==> src/rtl/psc_cfg.svh <==
// register indices, field positions and reset values of the packet statistics block
// assumes a 32-bit APB slave with word-aligned registers, byte address = 4 * index
`ifndef PSC_CFG_SVH
`define PSC_CFG_SVH

`define PSC_ADDR_W 16
`define PSC_IDX_W 14
`define PSC_DATA_W 32
`define PSC_REG_W 16

// match data words
`define PSC_IDX_DA_LOW 14'h0628
`define PSC_IDX_DA_MID 14'h0629
`define PSC_IDX_DA_UPPER 14'h062a
// counters
`define PSC_IDX_TX_LOW 14'h0639
`define PSC_IDX_TX_HIGH 14'h063a
`define PSC_IDX_TX_CRC 14'h063b
`define PSC_IDX_RX_LOW 14'h063c
`define PSC_IDX_RX_HIGH 14'h063d
`define PSC_IDX_RX_CRC 14'h063e
// ordered read sequences that clear the counters
`define PSC_IDX_TX_SEQ0 14'h060f
`define PSC_IDX_TX_SEQ1 14'h0610
`define PSC_IDX_TX_SEQ2 14'h0611
`define PSC_IDX_RX_SEQ0 14'h0612
`define PSC_IDX_RX_SEQ1 14'h0613
`define PSC_IDX_RX_SEQ2 14'h0614
// interrupt registers
`define PSC_IDX_IRQ_STATUS 14'h0700
`define PSC_IDX_IRQ_ENABLE 14'h0701
`define PSC_IDX_IRQ_CLEAR 14'h0702

`define PSC_IRQ_W 6
`define PSC_IRQ_TX_CLR 0
`define PSC_IRQ_RX_CLR 1
`define PSC_IRQ_TX_WRAP 2
`define PSC_IRQ_RX_WRAP 3
`define PSC_IRQ_TX_CRC 4
`define PSC_IRQ_RX_CRC 5

`define PSC_RST_REG 16'h0000
`define PSC_RST_IRQ 6'h00
`define PSC_RST_DATA 32'h0000_0000

`endif

==> src/rtl/psc_pkg.sv <==
// types shared by the packet statistics block
// assumes nothing beyond the configuration header
`default_nettype none
package psc_pkg;
   typedef enum logic [1:0] {
      SEQ_IDLE,
      SEQ_FIRST,
      SEQ_SECOND
   } psc_seq_t;
endpackage
`default_nettype wire

==> src/rtl/psc_counter.sv <==
// packet event counter with synchronous clear and wrap pulse
// assumes single clock, synchronous active-low reset
`default_nettype none
module psc_counter #(
   parameter int W = 32
) (
   // clock and reset
   input wire logic i_clk,
   input wire logic i_resetn,
   // control
   input wire logic i_inc,
   input wire logic i_clr,
   // status
   output logic [W-1:0] o_count,
   output logic o_wrap
);
   // an increment in the clearing cycle is kept
   always_ff @(posedge i_clk) begin
      if (!i_resetn) begin
         o_count <= '0;
      end else if (i_inc) begin
         o_count <= i_clr ? W'(1) : o_count + W'(1);
      end else if (i_clr) begin
         o_count <= '0;
      end
   end

   always_ff @(posedge i_clk) begin
      if (!i_resetn) begin
         o_wrap <= 1'b0;
      end else begin
         o_wrap <= i_inc && !i_clr && (&o_count);
      end
   end
endmodule
`default_nettype wire

==> src/rtl/psc_regs.sv <==
// packet statistics and destination match registers on an APB slave
// assumes packet event strobes are one-cycle pulses synchronous to i_clk
//
// Decided for this implementation: the APB register port.
`include "psc_cfg.svh"
`default_nettype none

// Summary of operation
// - read/write match data bits 47:32
// - transmit count low half readable
// - transmit count high half readable
// - 16-bit transmit CRC error counter readable
// - ordered reads 60F,610,611 clear transmit counters
// - receive count low half readable
// - receive count high half readable
// - ordered reads 612,613,614 clear receive counters
// - receive CRC error counter, cleared with receive
// - read/write match data bits 15:0
module psc_regs (
   // clock and reset
   input wire logic i_clk,
   input wire logic i_resetn,
   // apb slave
   input wire logic i_psel,
   input wire logic i_penable,
   input wire logic i_pwrite,
   input wire logic [`PSC_ADDR_W-1:0] i_paddr,
   input wire logic [`PSC_DATA_W-1:0] i_pwdata,
   input wire logic [3:0] i_pstrb,
   output logic [`PSC_DATA_W-1:0] o_prdata,
   output logic o_pready,
   output logic o_pslverr,
   // packet events
   input wire logic i_tx_pkt_done,
   input wire logic i_tx_pkt_crc_err,
   input wire logic i_rx_pkt_done,
   input wire logic i_rx_pkt_crc_err,
   // destination address check
   input wire logic i_rx_da_valid,
   input wire logic [47:0] i_rx_da,
   output logic o_da_match,
   output logic [47:0] o_match_data,
   // interrupt
   output logic o_irq
);
   logic [`PSC_IDX_W-1:0] idx;
   logic access;
   logic done;
   logic rd_done;
   logic wr_done;
   logic mapped;
   logic [`PSC_REG_W-1:0] da_low_reg;
   logic [`PSC_REG_W-1:0] da_mid_reg;
   logic [`PSC_REG_W-1:0] da_upper_reg;
   logic [`PSC_IRQ_W-1:0] irq_status_reg;
   logic [`PSC_IRQ_W-1:0] irq_status_next;
   logic [`PSC_IRQ_W-1:0] irq_enable_reg;
   logic [`PSC_IRQ_W-1:0] irq_event;
   logic [`PSC_IRQ_W-1:0] irq_clear;
   psc_pkg::psc_seq_t tx_seq_reg;
   psc_pkg::psc_seq_t rx_seq_reg;
   logic tx_clr;
   logic rx_clr;
   logic [31:0] tx_cnt;
   logic [31:0] rx_cnt;
   logic [15:0] tx_err_cnt;
   logic [15:0] rx_err_cnt;
   logic tx_wrap;
   logic rx_wrap;
   logic tx_inc;
   logic rx_inc;
   logic tx_err_inc;
   logic rx_err_inc;
   logic [`PSC_DATA_W-1:0] rdata;

   // merge a write into a 16-bit register by byte lane
   function automatic logic [`PSC_REG_W-1:0] lane_merge(input logic [`PSC_REG_W-1:0] old,
                                                         input logic [`PSC_DATA_W-1:0] wd,
                                                         input logic [3:0] strb);
      lane_merge = {strb[1] ? wd[15:8] : old[15:8], strb[0] ? wd[7:0] : old[7:0]};
   endfunction

   // advance one ordered-read tracker on a completed access
   function automatic psc_pkg::psc_seq_t seq_step(input psc_pkg::psc_seq_t cur,
                                                   input logic rd,
                                                   input logic [`PSC_IDX_W-1:0] a,
                                                   input logic [`PSC_IDX_W-1:0] a0,
                                                   input logic [`PSC_IDX_W-1:0] a1);
      if (rd && a == a0) begin
         seq_step = psc_pkg::SEQ_FIRST;
      end else if (rd && a == a1 && cur == psc_pkg::SEQ_FIRST) begin
         seq_step = psc_pkg::SEQ_SECOND;
      end else begin
         seq_step = psc_pkg::SEQ_IDLE;
      end
   endfunction

   assign idx = i_paddr[`PSC_IDX_W+1:2];
   assign access = i_psel && i_penable;
   assign done = access && o_pready;
   assign rd_done = done && !i_pwrite;
   assign wr_done = done && i_pwrite && mapped;

   // address decode and read mux
   always_comb begin
      mapped = (i_paddr[1:0] == 2'b00);
      rdata = `PSC_RST_DATA;
      case (idx)
         `PSC_IDX_DA_LOW: rdata[15:0] = da_low_reg;
         `PSC_IDX_DA_MID: rdata[15:0] = da_mid_reg;
         `PSC_IDX_DA_UPPER: rdata[15:0] = da_upper_reg;
         `PSC_IDX_TX_LOW: rdata[15:0] = tx_cnt[15:0];
         `PSC_IDX_TX_HIGH: rdata[15:0] = tx_cnt[31:16];
         `PSC_IDX_TX_CRC: rdata[15:0] = tx_err_cnt;
         `PSC_IDX_RX_LOW: rdata[15:0] = rx_cnt[15:0];
         `PSC_IDX_RX_HIGH: rdata[15:0] = rx_cnt[31:16];
         `PSC_IDX_RX_CRC: rdata[15:0] = rx_err_cnt;
         `PSC_IDX_IRQ_STATUS: rdata[`PSC_IRQ_W-1:0] = irq_status_reg;
         `PSC_IDX_IRQ_ENABLE: rdata[`PSC_IRQ_W-1:0] = irq_enable_reg;
         `PSC_IDX_IRQ_CLEAR, `PSC_IDX_TX_SEQ0, `PSC_IDX_TX_SEQ1, `PSC_IDX_TX_SEQ2,
         `PSC_IDX_RX_SEQ0, `PSC_IDX_RX_SEQ1, `PSC_IDX_RX_SEQ2: rdata = `PSC_RST_DATA;
         default: mapped = 1'b0;
      endcase
   end

   // one wait state, then answer
   always_ff @(posedge i_clk) begin
      if (!i_resetn) begin
         o_pready <= 1'b0;
         o_prdata <= `PSC_RST_DATA;
         o_pslverr <= 1'b0;
      end else begin
         o_pready <= access && !o_pready;
         if (access && !o_pready) begin
            o_prdata <= (mapped && !i_pwrite) ? rdata : `PSC_RST_DATA;
            o_pslverr <= !mapped;
         end else begin
            o_pslverr <= 1'b0;
         end
      end
   end

   // match data words
   always_ff @(posedge i_clk) begin
      if (!i_resetn) begin
         da_low_reg <= `PSC_RST_REG;
         da_mid_reg <= `PSC_RST_REG;
         da_upper_reg <= `PSC_RST_REG;
      end else if (wr_done) begin
         if (idx == `PSC_IDX_DA_LOW) begin
            da_low_reg <= lane_merge(da_low_reg, i_pwdata, i_pstrb);
         end
         if (idx == `PSC_IDX_DA_MID) begin
            da_mid_reg <= lane_merge(da_mid_reg, i_pwdata, i_pstrb);
         end
         if (idx == `PSC_IDX_DA_UPPER) begin
            da_upper_reg <= lane_merge(da_upper_reg, i_pwdata, i_pstrb);
         end
      end
   end

   // destination match against the 48-bit value
   always_ff @(posedge i_clk) begin
      if (!i_resetn) begin
         o_da_match <= 1'b0;
         o_match_data <= '0;
      end else begin
         o_match_data <= {da_upper_reg, da_mid_reg, da_low_reg};
         o_da_match <= i_rx_da_valid && (i_rx_da == {da_upper_reg, da_mid_reg, da_low_reg});
      end
   end

   // ordered read trackers
   always_ff @(posedge i_clk) begin
      if (!i_resetn) begin
         tx_seq_reg <= psc_pkg::SEQ_IDLE;
         rx_seq_reg <= psc_pkg::SEQ_IDLE;
      end else if (done) begin
         tx_seq_reg <= seq_step(tx_seq_reg, !i_pwrite, idx, `PSC_IDX_TX_SEQ0,
                                `PSC_IDX_TX_SEQ1);
         rx_seq_reg <= seq_step(rx_seq_reg, !i_pwrite, idx, `PSC_IDX_RX_SEQ0,
                                `PSC_IDX_RX_SEQ1);
      end
   end

   // third read in order clears its group
   assign tx_clr = rd_done && idx == `PSC_IDX_TX_SEQ2
                   && tx_seq_reg == psc_pkg::SEQ_SECOND;
   assign rx_clr = rd_done && idx == `PSC_IDX_RX_SEQ2
                   && rx_seq_reg == psc_pkg::SEQ_SECOND;
   assign tx_inc = i_tx_pkt_done;
   assign rx_inc = i_rx_pkt_done;
   assign tx_err_inc = i_tx_pkt_done && i_tx_pkt_crc_err;
   assign rx_err_inc = i_rx_pkt_done && i_rx_pkt_crc_err;

   psc_counter #(.W(32)) u_tx_cnt (
      .i_clk(i_clk), .i_resetn(i_resetn), .i_inc(tx_inc), .i_clr(tx_clr),
      .o_count(tx_cnt), .o_wrap(tx_wrap)
   );
   psc_counter #(.W(32)) u_rx_cnt (
      .i_clk(i_clk), .i_resetn(i_resetn), .i_inc(rx_inc), .i_clr(rx_clr),
      .o_count(rx_cnt), .o_wrap(rx_wrap)
   );
   psc_counter #(.W(16)) u_tx_err (
      .i_clk(i_clk), .i_resetn(i_resetn), .i_inc(tx_err_inc), .i_clr(tx_clr),
      .o_count(tx_err_cnt), .o_wrap()
   );
   psc_counter #(.W(16)) u_rx_err (
      .i_clk(i_clk), .i_resetn(i_resetn), .i_inc(rx_err_inc), .i_clr(rx_clr),
      .o_count(rx_err_cnt), .o_wrap()
   );

   // interrupt events, set wins over clear
   always_comb begin
      irq_event = `PSC_RST_IRQ;
      irq_event[`PSC_IRQ_TX_CLR] = tx_clr;
      irq_event[`PSC_IRQ_RX_CLR] = rx_clr;
      irq_event[`PSC_IRQ_TX_WRAP] = tx_wrap;
      irq_event[`PSC_IRQ_RX_WRAP] = rx_wrap;
      irq_event[`PSC_IRQ_TX_CRC] = tx_err_inc;
      irq_event[`PSC_IRQ_RX_CRC] = rx_err_inc;
      irq_clear = (wr_done && idx == `PSC_IDX_IRQ_CLEAR && i_pstrb[0]) ?
                  i_pwdata[`PSC_IRQ_W-1:0] : `PSC_RST_IRQ;
      irq_status_next = (irq_status_reg & ~irq_clear) | irq_event;
   end

   always_ff @(posedge i_clk) begin
      if (!i_resetn) begin
         irq_status_reg <= `PSC_RST_IRQ;
      end else begin
         irq_status_reg <= irq_status_next;
      end
   end

   always_ff @(posedge i_clk) begin
      if (!i_resetn) begin
         irq_enable_reg <= `PSC_RST_IRQ;
      end else if (wr_done && idx == `PSC_IDX_IRQ_ENABLE && i_pstrb[0]) begin
         irq_enable_reg <= i_pwdata[`PSC_IRQ_W-1:0];
      end
   end

   always_ff @(posedge i_clk) begin
      if (!i_resetn) begin
         o_irq <= 1'b0;
      end else begin
         o_irq <= |(irq_status_reg & irq_enable_reg);
      end
   end

   // checks
   upper_write_a: assert property (@(posedge i_clk) disable iff (!i_resetn)
      wr_done && idx == `PSC_IDX_DA_UPPER && i_pstrb[1:0] == 2'b11
      |=> ##1 o_match_data[47:32] == $past(i_pwdata[15:0], 2))
      else $error("upper match word not written");

   lower_write_a: assert property (@(posedge i_clk) disable iff (!i_resetn)
      wr_done && idx == `PSC_IDX_DA_LOW && i_pstrb[1:0] == 2'b11
      |=> ##1 o_match_data[15:0] == $past(i_pwdata[15:0], 2))
      else $error("lower match word not written");

   tx_low_read_a: assert property (@(posedge i_clk) disable iff (!i_resetn)
      o_pready && !i_pwrite && idx == `PSC_IDX_TX_LOW
      |-> o_prdata == {16'h0000, $past(tx_cnt[15:0])})
      else $error("transmit low half read wrong");

   tx_high_read_a: assert property (@(posedge i_clk) disable iff (!i_resetn)
      o_pready && !i_pwrite && idx == `PSC_IDX_TX_HIGH
      |-> o_prdata == {16'h0000, $past(tx_cnt[31:16])})
      else $error("transmit high half read wrong");

   tx_crc_read_a: assert property (@(posedge i_clk) disable iff (!i_resetn)
      o_pready && !i_pwrite && idx == `PSC_IDX_TX_CRC
      |-> o_prdata == {16'h0000, $past(tx_err_cnt)})
      else $error("transmit crc count read wrong");

   rx_low_read_a: assert property (@(posedge i_clk) disable iff (!i_resetn)
      o_pready && !i_pwrite && idx == `PSC_IDX_RX_LOW
      |-> o_prdata == {16'h0000, $past(rx_cnt[15:0])})
      else $error("receive low half read wrong");

   rx_high_read_a: assert property (@(posedge i_clk) disable iff (!i_resetn)
      o_pready && !i_pwrite && idx == `PSC_IDX_RX_HIGH
      |-> o_prdata == {16'h0000, $past(rx_cnt[31:16])})
      else $error("receive high half read wrong");

   tx_seq_clear_a: assert property (@(posedge i_clk) disable iff (!i_resetn)
      rd_done && idx == `PSC_IDX_TX_SEQ2 && tx_seq_reg == psc_pkg::SEQ_SECOND
      |=> tx_cnt <= 32'h0000_0001 && tx_err_cnt <= 16'h0001)
      else $error("transmit counters not cleared by sequence");

   rx_seq_clear_a: assert property (@(posedge i_clk) disable iff (!i_resetn)
      rd_done && idx == `PSC_IDX_RX_SEQ2 && rx_seq_reg == psc_pkg::SEQ_SECOND
      |=> rx_cnt <= 32'h0000_0001 && rx_err_cnt <= 16'h0001)
      else $error("receive counters not cleared by sequence");

   tx_count_step_a: assert property (@(posedge i_clk) disable iff (!i_resetn)
      i_tx_pkt_done && !tx_clr |=> tx_cnt == $past(tx_cnt) + 32'h0000_0001)
      else $error("transmit count did not step");

   rx_err_hold_a: assert property (@(posedge i_clk) disable iff (!i_resetn)
      !(i_rx_pkt_done && i_rx_pkt_crc_err) && !rx_clr |=> $stable(rx_err_cnt))
      else $error("receive crc count moved without error");

   irq_level_a: assert property (@(posedge i_clk) disable iff (!i_resetn)
      |(irq_status_reg & irq_enable_reg) |=> o_irq)
      else $error("interrupt not raised");

   pready_pulse_a: assert property (@(posedge i_clk) disable iff (!i_resetn)
      o_pready |=> !o_pready)
      else $error("ready held longer than one cycle");

   answer_wait_a: assert property (@(posedge i_clk) disable iff (!i_resetn)
      access && !o_pready |=> o_pready)
      else $error("no answer one cycle after access");

   slverr_map_a: assert property (@(posedge i_clk) disable iff (!i_resetn)
      access && !o_pready && !mapped |=> o_pready && o_pslverr && o_prdata == `PSC_RST_DATA)
      else $error("unmapped access not refused");

   rx_crc_read_a: assert property (@(posedge i_clk) disable iff (!i_resetn)
      o_pready && !i_pwrite && idx == `PSC_IDX_RX_CRC
      |-> o_prdata == {16'h0000, $past(rx_err_cnt)})
      else $error("receive crc count read wrong");

   rx_count_step_a: assert property (@(posedge i_clk) disable iff (!i_resetn)
      i_rx_pkt_done && !rx_clr |=> rx_cnt == $past(rx_cnt) + 32'h0000_0001)
      else $error("receive count did not step");

   tx_crc_step_a: assert property (@(posedge i_clk) disable iff (!i_resetn)
      tx_err_inc && !tx_clr |=> tx_err_cnt == $past(tx_err_cnt) + 16'h0001)
      else $error("transmit crc count did not step");

   tx_err_hold_a: assert property (@(posedge i_clk) disable iff (!i_resetn)
      !(i_tx_pkt_done && i_tx_pkt_crc_err) && !tx_clr |=> $stable(tx_err_cnt))
      else $error("transmit crc count moved without error");

   da_match_a: assert property (@(posedge i_clk) disable iff (!i_resetn)
      i_rx_da_valid && i_rx_da == {da_upper_reg, da_mid_reg, da_low_reg} |=> o_da_match)
      else $error("matching address not flagged");

   da_idle_a: assert property (@(posedge i_clk) disable iff (!i_resetn)
      !i_rx_da_valid |=> !o_da_match)
      else $error("match flagged without address");

   irq_clear_a: assert property (@(posedge i_clk) disable iff (!i_resetn)
      wr_done && idx == `PSC_IDX_IRQ_CLEAR && i_pstrb[0] && irq_event == `PSC_RST_IRQ
      |=> (irq_status_reg & $past(i_pwdata[`PSC_IRQ_W-1:0])) == `PSC_RST_IRQ)
      else $error("status bits not cleared");
endmodule
`default_nettype wire

==> config.mk <==
export PLATFORM = sky130hd
export DESIGN_NAME = psc_regs
export DESIGN_NICKNAME = d
export VERILOG_FILES = /design/src/rtl/psc_pkg.sv /design/src/rtl/psc_counter.sv /design/src/rtl/psc_regs.sv
export VERILOG_INCLUDE_DIRS = /design/src /design/src/rtl
export SDC_FILE = /design/constraint.sdc
export NUM_CORES = 1
export LEC_CHECK = 0
export CORE_ASPECT_RATIO = 1.4
export CORE_MARGIN = 5
export CORE_UTILIZATION = 69
export CTS_CLUSTER_SIZE = 24
export DETAILED_ROUTE_END_ITERATION = 10
export DONT_BUFFER_PORTS = 1
export PLACE_DENSITY = 0.9
export SETUP_SLACK_MARGIN = 0.02
export SLEW_MARGIN = 5
export SYNTH_ARGS = -nofsm -noshare
export SYNTH_HDL_FRONTEND = slang
export SYNTH_HIERARCHICAL = 1
export SYNTH_SLANG_ARGS = --single-unit
==> constraint.sdc <==
create_clock -name i_clk -period 11 [get_ports i_clk]
set_input_delay 3.3 -clock i_clk [delete_from_list [all_inputs] [get_ports i_clk]]
set_output_delay 3.3 -clock i_clk [all_outputs]
set_load 0.01 [all_outputs]
# After elaboration in Yosys (flattened, before gate mapping)
# Index checks and enable logic that the tools add are counted.
dict set report classes {
  addsub 4
  multipliers 0
  mux 21
  reduce_logical 49
  eq_ne 23
  div_mod_pow 0
  n_bitwise 4
  n_shift 0
  order_cmp 0
}
# cell n
set ops {}
lappend ops {{$eq 14x11->1 const B} 18}
lappend ops {{$mux 32} 6}
lappend ops {{$mux 16} 7}
lappend ops {{$pmux 10 s9} 1}
lappend ops {{$pmux 6 s11} 1}
lappend ops {{$add 32x1->32 const B} 2}
lappend ops {{$reduce_and 32->1} 2}
lappend ops {{$eq 48x48->1} 1}
lappend ops {{$add 16x1->16 const B} 2}
lappend ops {{$logic_and 1x1->1} 28}
lappend ops {{$reduce_and 3->1} 6}
lappend ops {{$reduce_or 18->1} 1}
lappend ops {{$and 6x6->6} 2}
lappend ops {{$mux 2} 4}
lappend ops {{$reduce_bool 2->1} 4}
lappend ops {{$mux 6} 1}
lappend ops {{$not 6->6} 1}
lappend ops {{$or 6x6->6} 1}
lappend ops {{$reduce_or 6->1} 1}
lappend ops {{$logic_not 1->1} 5}
lappend ops {{$eq 2x1->1 const B} 2}
lappend ops {{$eq 2x2->1 const B} 2}
lappend ops {{$logic_not 2->1} 1}
lappend ops {{$reduce_and 2->1} 1}
lappend ops {{$mux 1} 1}
dict set report totals {
  mem_count 0
  word_cells 123
  reg_bits 246
  inputBits 110
  out_inout_bits 84
  ramBits 0
  latchBits 0
  romBits 0
}

# Depth between registers and ports, before layout
dict set report logic_depth {
  depth_word 10
  ltp_mapped 9
  depth_no_buf 7
}

# Hierarchy
# Netlist, hierarchy kept.
# mod area_each_um2 seq_area_each_um2 cells_per_inst instances
set by_module_without_submodules {}
lappend by_module_without_submodules {psc_regs 6701.4 2642.5 797 1}
lappend by_module_without_submodules {{psc_counter (u_rx_cnt ...)} 1587.8 660.6 186 2}
lappend by_module_without_submodules {{psc_counter (u_rx_err ...)} 817.0 340.3 84 2}

# Worst setup path after synthesis
# OpenSTA, ideal clock, no wires.
dict set report synth_path {
  kind {input port to flip-flop}
  start {in i_paddr[15]}
  end {reg u_tx_err.o_count[10]}
  setup_ns 0.128
  cell_stages 8
  arrival_ns 5.601
  setup_slack_ns 5.272
  required_time_ns 10.872
  path_buffers 2
  cell_sequence {nor4_4 nand2_1 or4_1 nor4b_1 nand2b_1 clkbuf_1 buf_1 nor2_1}
}
dict set report synth_via {
  elab_chain_len 5
  elab_cells_between_ends 6
  cone_classes {1 x eq/ne; 2 x mux; 3 x reduce/logical}
}
# element line
set synth_rtl {}
lappend synth_rtl {{start: declaration} psc_regs.sv:27} ;# input wire logic [`PSC_ADDR_W-1:0] i_paddr,
lappend synth_rtl {{$eq 14x11->1 *} n/a}
lappend synth_rtl {{$logic_and 1x1->1 (no source line) *} n/a}
lappend synth_rtl {{$logic_and 1x1->1 *} psc_regs.sv:187} ;# assign tx_clr = rd_done && idx == `PSC_IDX_TX_SEQ2
lappend synth_rtl {{net tx_clr} psc_regs.sv:62} ;# logic tx_clr;
lappend synth_rtl {{$mux 16} psc_counter.sv:22} ;# o_count <= i_clr ? W'(1) : o_count + W'(1);
lappend synth_rtl {{$mux 16} psc_counter.sv:21} ;# end else if (i_inc) begin
lappend synth_rtl {{end signal: assignment} psc_counter.sv:22}
lappend synth_rtl {{end: declaration} psc_counter.sv:14} ;# output logic [W-1:0] o_count,
# Mark *: on every way through the listed nets, which the timed path passes. The rest lies on a longest branch.
# A chain may end at the register's enable or synchronous reset.

# Worst setup path after layout
dict set report layout_path {
  start {in i_paddr[15]}
  end {reg u_tx_cnt.o_count[2]}
}
dict set report layout_via {
  elab_chain_len 5
  elab_cells_between_ends 6
  cone_classes {1 x eq/ne; 2 x mux; 3 x reduce/logical}
}
# element line
set layout_rtl {}
lappend layout_rtl {{$eq 14x11->1 *} n/a}
lappend layout_rtl {{$logic_and 1x1->1 (no source line) *} n/a}
lappend layout_rtl {{$logic_and 1x1->1 *} psc_regs.sv:187}
lappend layout_rtl {{net tx_clr} psc_regs.sv:62}
lappend layout_rtl {{$mux 32} psc_counter.sv:22}
lappend layout_rtl {{$mux 32} psc_counter.sv:21}
lappend layout_rtl {{end signal: assignment} psc_counter.sv:22}
lappend layout_rtl {{end: declaration} psc_counter.sv:14}
# Marked as above.

==> flow_summary.json <==
{
  "cts_tree": "built",
  "irDropWorstVdd_mv": 0.106,
  "hold_slack_ps": 474,
  "worstSetupStartpointType": "input port",
  "antenna_found_initial": 0,
  "wirelength_um": 35200,
  "cts_resized": 0,
  "final_nets": 1386,
  "area_growth_pct": 5.76,
  "cts_made_buffers": 21,
  "route.detailed.drc": 0,
  "grt_pass1_vias": 10001,
  "io_buffers": 0,
  "drt_pass1_iterations": 7,
  "clockBufferDepth": 3,
  "h-tree-depth": 1,
  "clkPwrFrac_pct": 47.0,
  "post_cts_buffers": 0,
  "grt_max_degree": 109,
  "slew_violations": 0,
  "outcome": "finished, final reports clean",
  "internal-power_uw": 1320,
  "drive_gt1_share_pct": 6.37,
  "die-area_um2": 19300,
  "min_period_over_period_pct": 53.2,
  "skew_ps": 24.8,
  "hold_class": "reg -> reg",
  "p_seq_share_pct": 49.8,
  "setup_violations": 0,
  "nFillCells": 1126,
  "powerDensity_nw_per_um2": 140,
  "die_x_um": 119,
  "cts-root-buf": "clkbuf_16",
  "rows": 55,
  "largest_reg_flops": 48,
  "p_comb_share_pct": 3.3,
  "tns_ps": 0,
  "yosysWarnings": 6,
  "synthCells": 1331,
  "hold_viol_final": 0,
  "path_class": "in -> reg",
  "avgSynthCellArea_um2": 8.59,
  "antenna_left": 0,
  "cp-end-kind": "flop",
  "place_congestion": 1.04,
  "max_freq_ghz": 0.171,
  "drt-initial-drc-count": 1328,
  "vias": 10619,
  "switching_power_uw": 371,
  "holdBufCountCts": 0,
  "io-pin-count": 194,
  "initial_utilization_pct": 70.4,
  "die_h_um": 162,
  "via_per_inst": 7.15,
  "rsz0062_at_grt": "false",
  "grtUsageTotal_pct": 34.8,
  "p_leak_uw": 0.00426,
  "grt_pass1_wl_um": 53900,
  "wire_per_inst_um": 23.7,
  "relSlewSlack_pct": 25.8,
  "largest_register": "o_match_data",
  "coreArea_um2": 16200,
  "largestRegisters": "o_match_data: 48 flops, u_rx_cnt/o_count: 32 flops, u_tx_cnt/o_count: 32 flops",
  "gr-total-overflow": 0,
  "clkLatencyLatePin_ps": 510,
  "clk_pin_slew_worst_paths_ps": 70,
  "hpwl_um": 25000,
  "crit_arrival_ps": 6180,
  "n_antenna_cell": 0,
  "tightest_slew_ps": 1110,
  "syn-cell-area_um2": 11400,
  "swShare_pct": 21.9,
  "maxCapViolCount": 0,
  "crit_required_ps": 11330,
  "cts.sinks": 230,
  "min_period_ps": 5850,
  "worstPathMaxFanout": 26
}
layout make-up:
class / instances / area (um2) / area share (%)
tap: 199 / 249 / 2.06
sequential: 230 / 4600 / 38.1
clock inverter: 13 / 185 / 1.53
multi-input combinational: 952 / 6210 / 51.4
clock buffer: 25 / 561 / 4.64
timing repair buffer: 8 / 60.1 / 0.497
inverter: 59 / 221 / 1.83
critical path: stages:
cell and delay, ps:
nor4_4 570, nand2_1 230, or4_1 520, nor4b_1 360
buf_4 220, nand2b_1 840, nor2_1 120
power groups by stage:
stage / Combinational, uW / Sequential [uW] / Clock, uW
6_report: 54.9 / 840 / 794
2_1_floorplan: 55.9 / 858 / 0
3_3_place_gp: 50.2 / 859 / 0
4_1_cts: 52.6 / 840 / 794
3_5_place_dp: 51.7 / 859 / 0
5_1_grt: 58.1 / 840 / 824
per-stage QoR:
stage          area [um2]  worst slack, ps  utilization [%]  total power, uW  std cells
5_1_grt             12100             5050             74.5             1720       1486
6_report            12100             5150             74.5             1690       1486
4_1_cts             12100             5270             74.4             1690       1486
2_1_floorplan       11500             5300                -              914       1346
3_3_place_gp        11300             4860             69.8              909       1448
3_5_place_dp        11300             4770             69.8              911       1448
path summary, 6_finish.rpt:
path / from / end / slack, ps / cells after the start
hold reg to reg: tx_seq_reg[1] / tx_seq_reg[1] / 470 / 2
setup reg to reg: o_pready / u_tx_cnt/o_count[2] / 7850 / 7
setup / recovery: i_paddr[15] / u_tx_cnt/o_count[2] / 5150 / 7
hold / removal: tx_seq_reg[1] / tx_seq_reg[1] / 470 / 2
routing by layer:
layer | share of wire, % | track usage, % | up-vias
met5 | 0 | 0 | -
met4 | 8.7 | 25.6 | 0
met3 | 11 | 8.74 | 211
met2 | 47 | 59.5 | 786
met1 | 33 | 37.0 | 4929
li1 | - | - | 4693
layout by cell type, fill, tap and decap left out, drive strengths merged, types with 29 or more instances in the layout:
cell	instances
mux2i	30
xnor2	44
dfxtp	230
o31ai	44
nand3	84
o21ai	58
nor2	79
xor2	42
a21oi	50
nand2	118
or4	29
inv	61
nand4	41
and3	37
nor4	30
(Power assumes the default switching activity.)
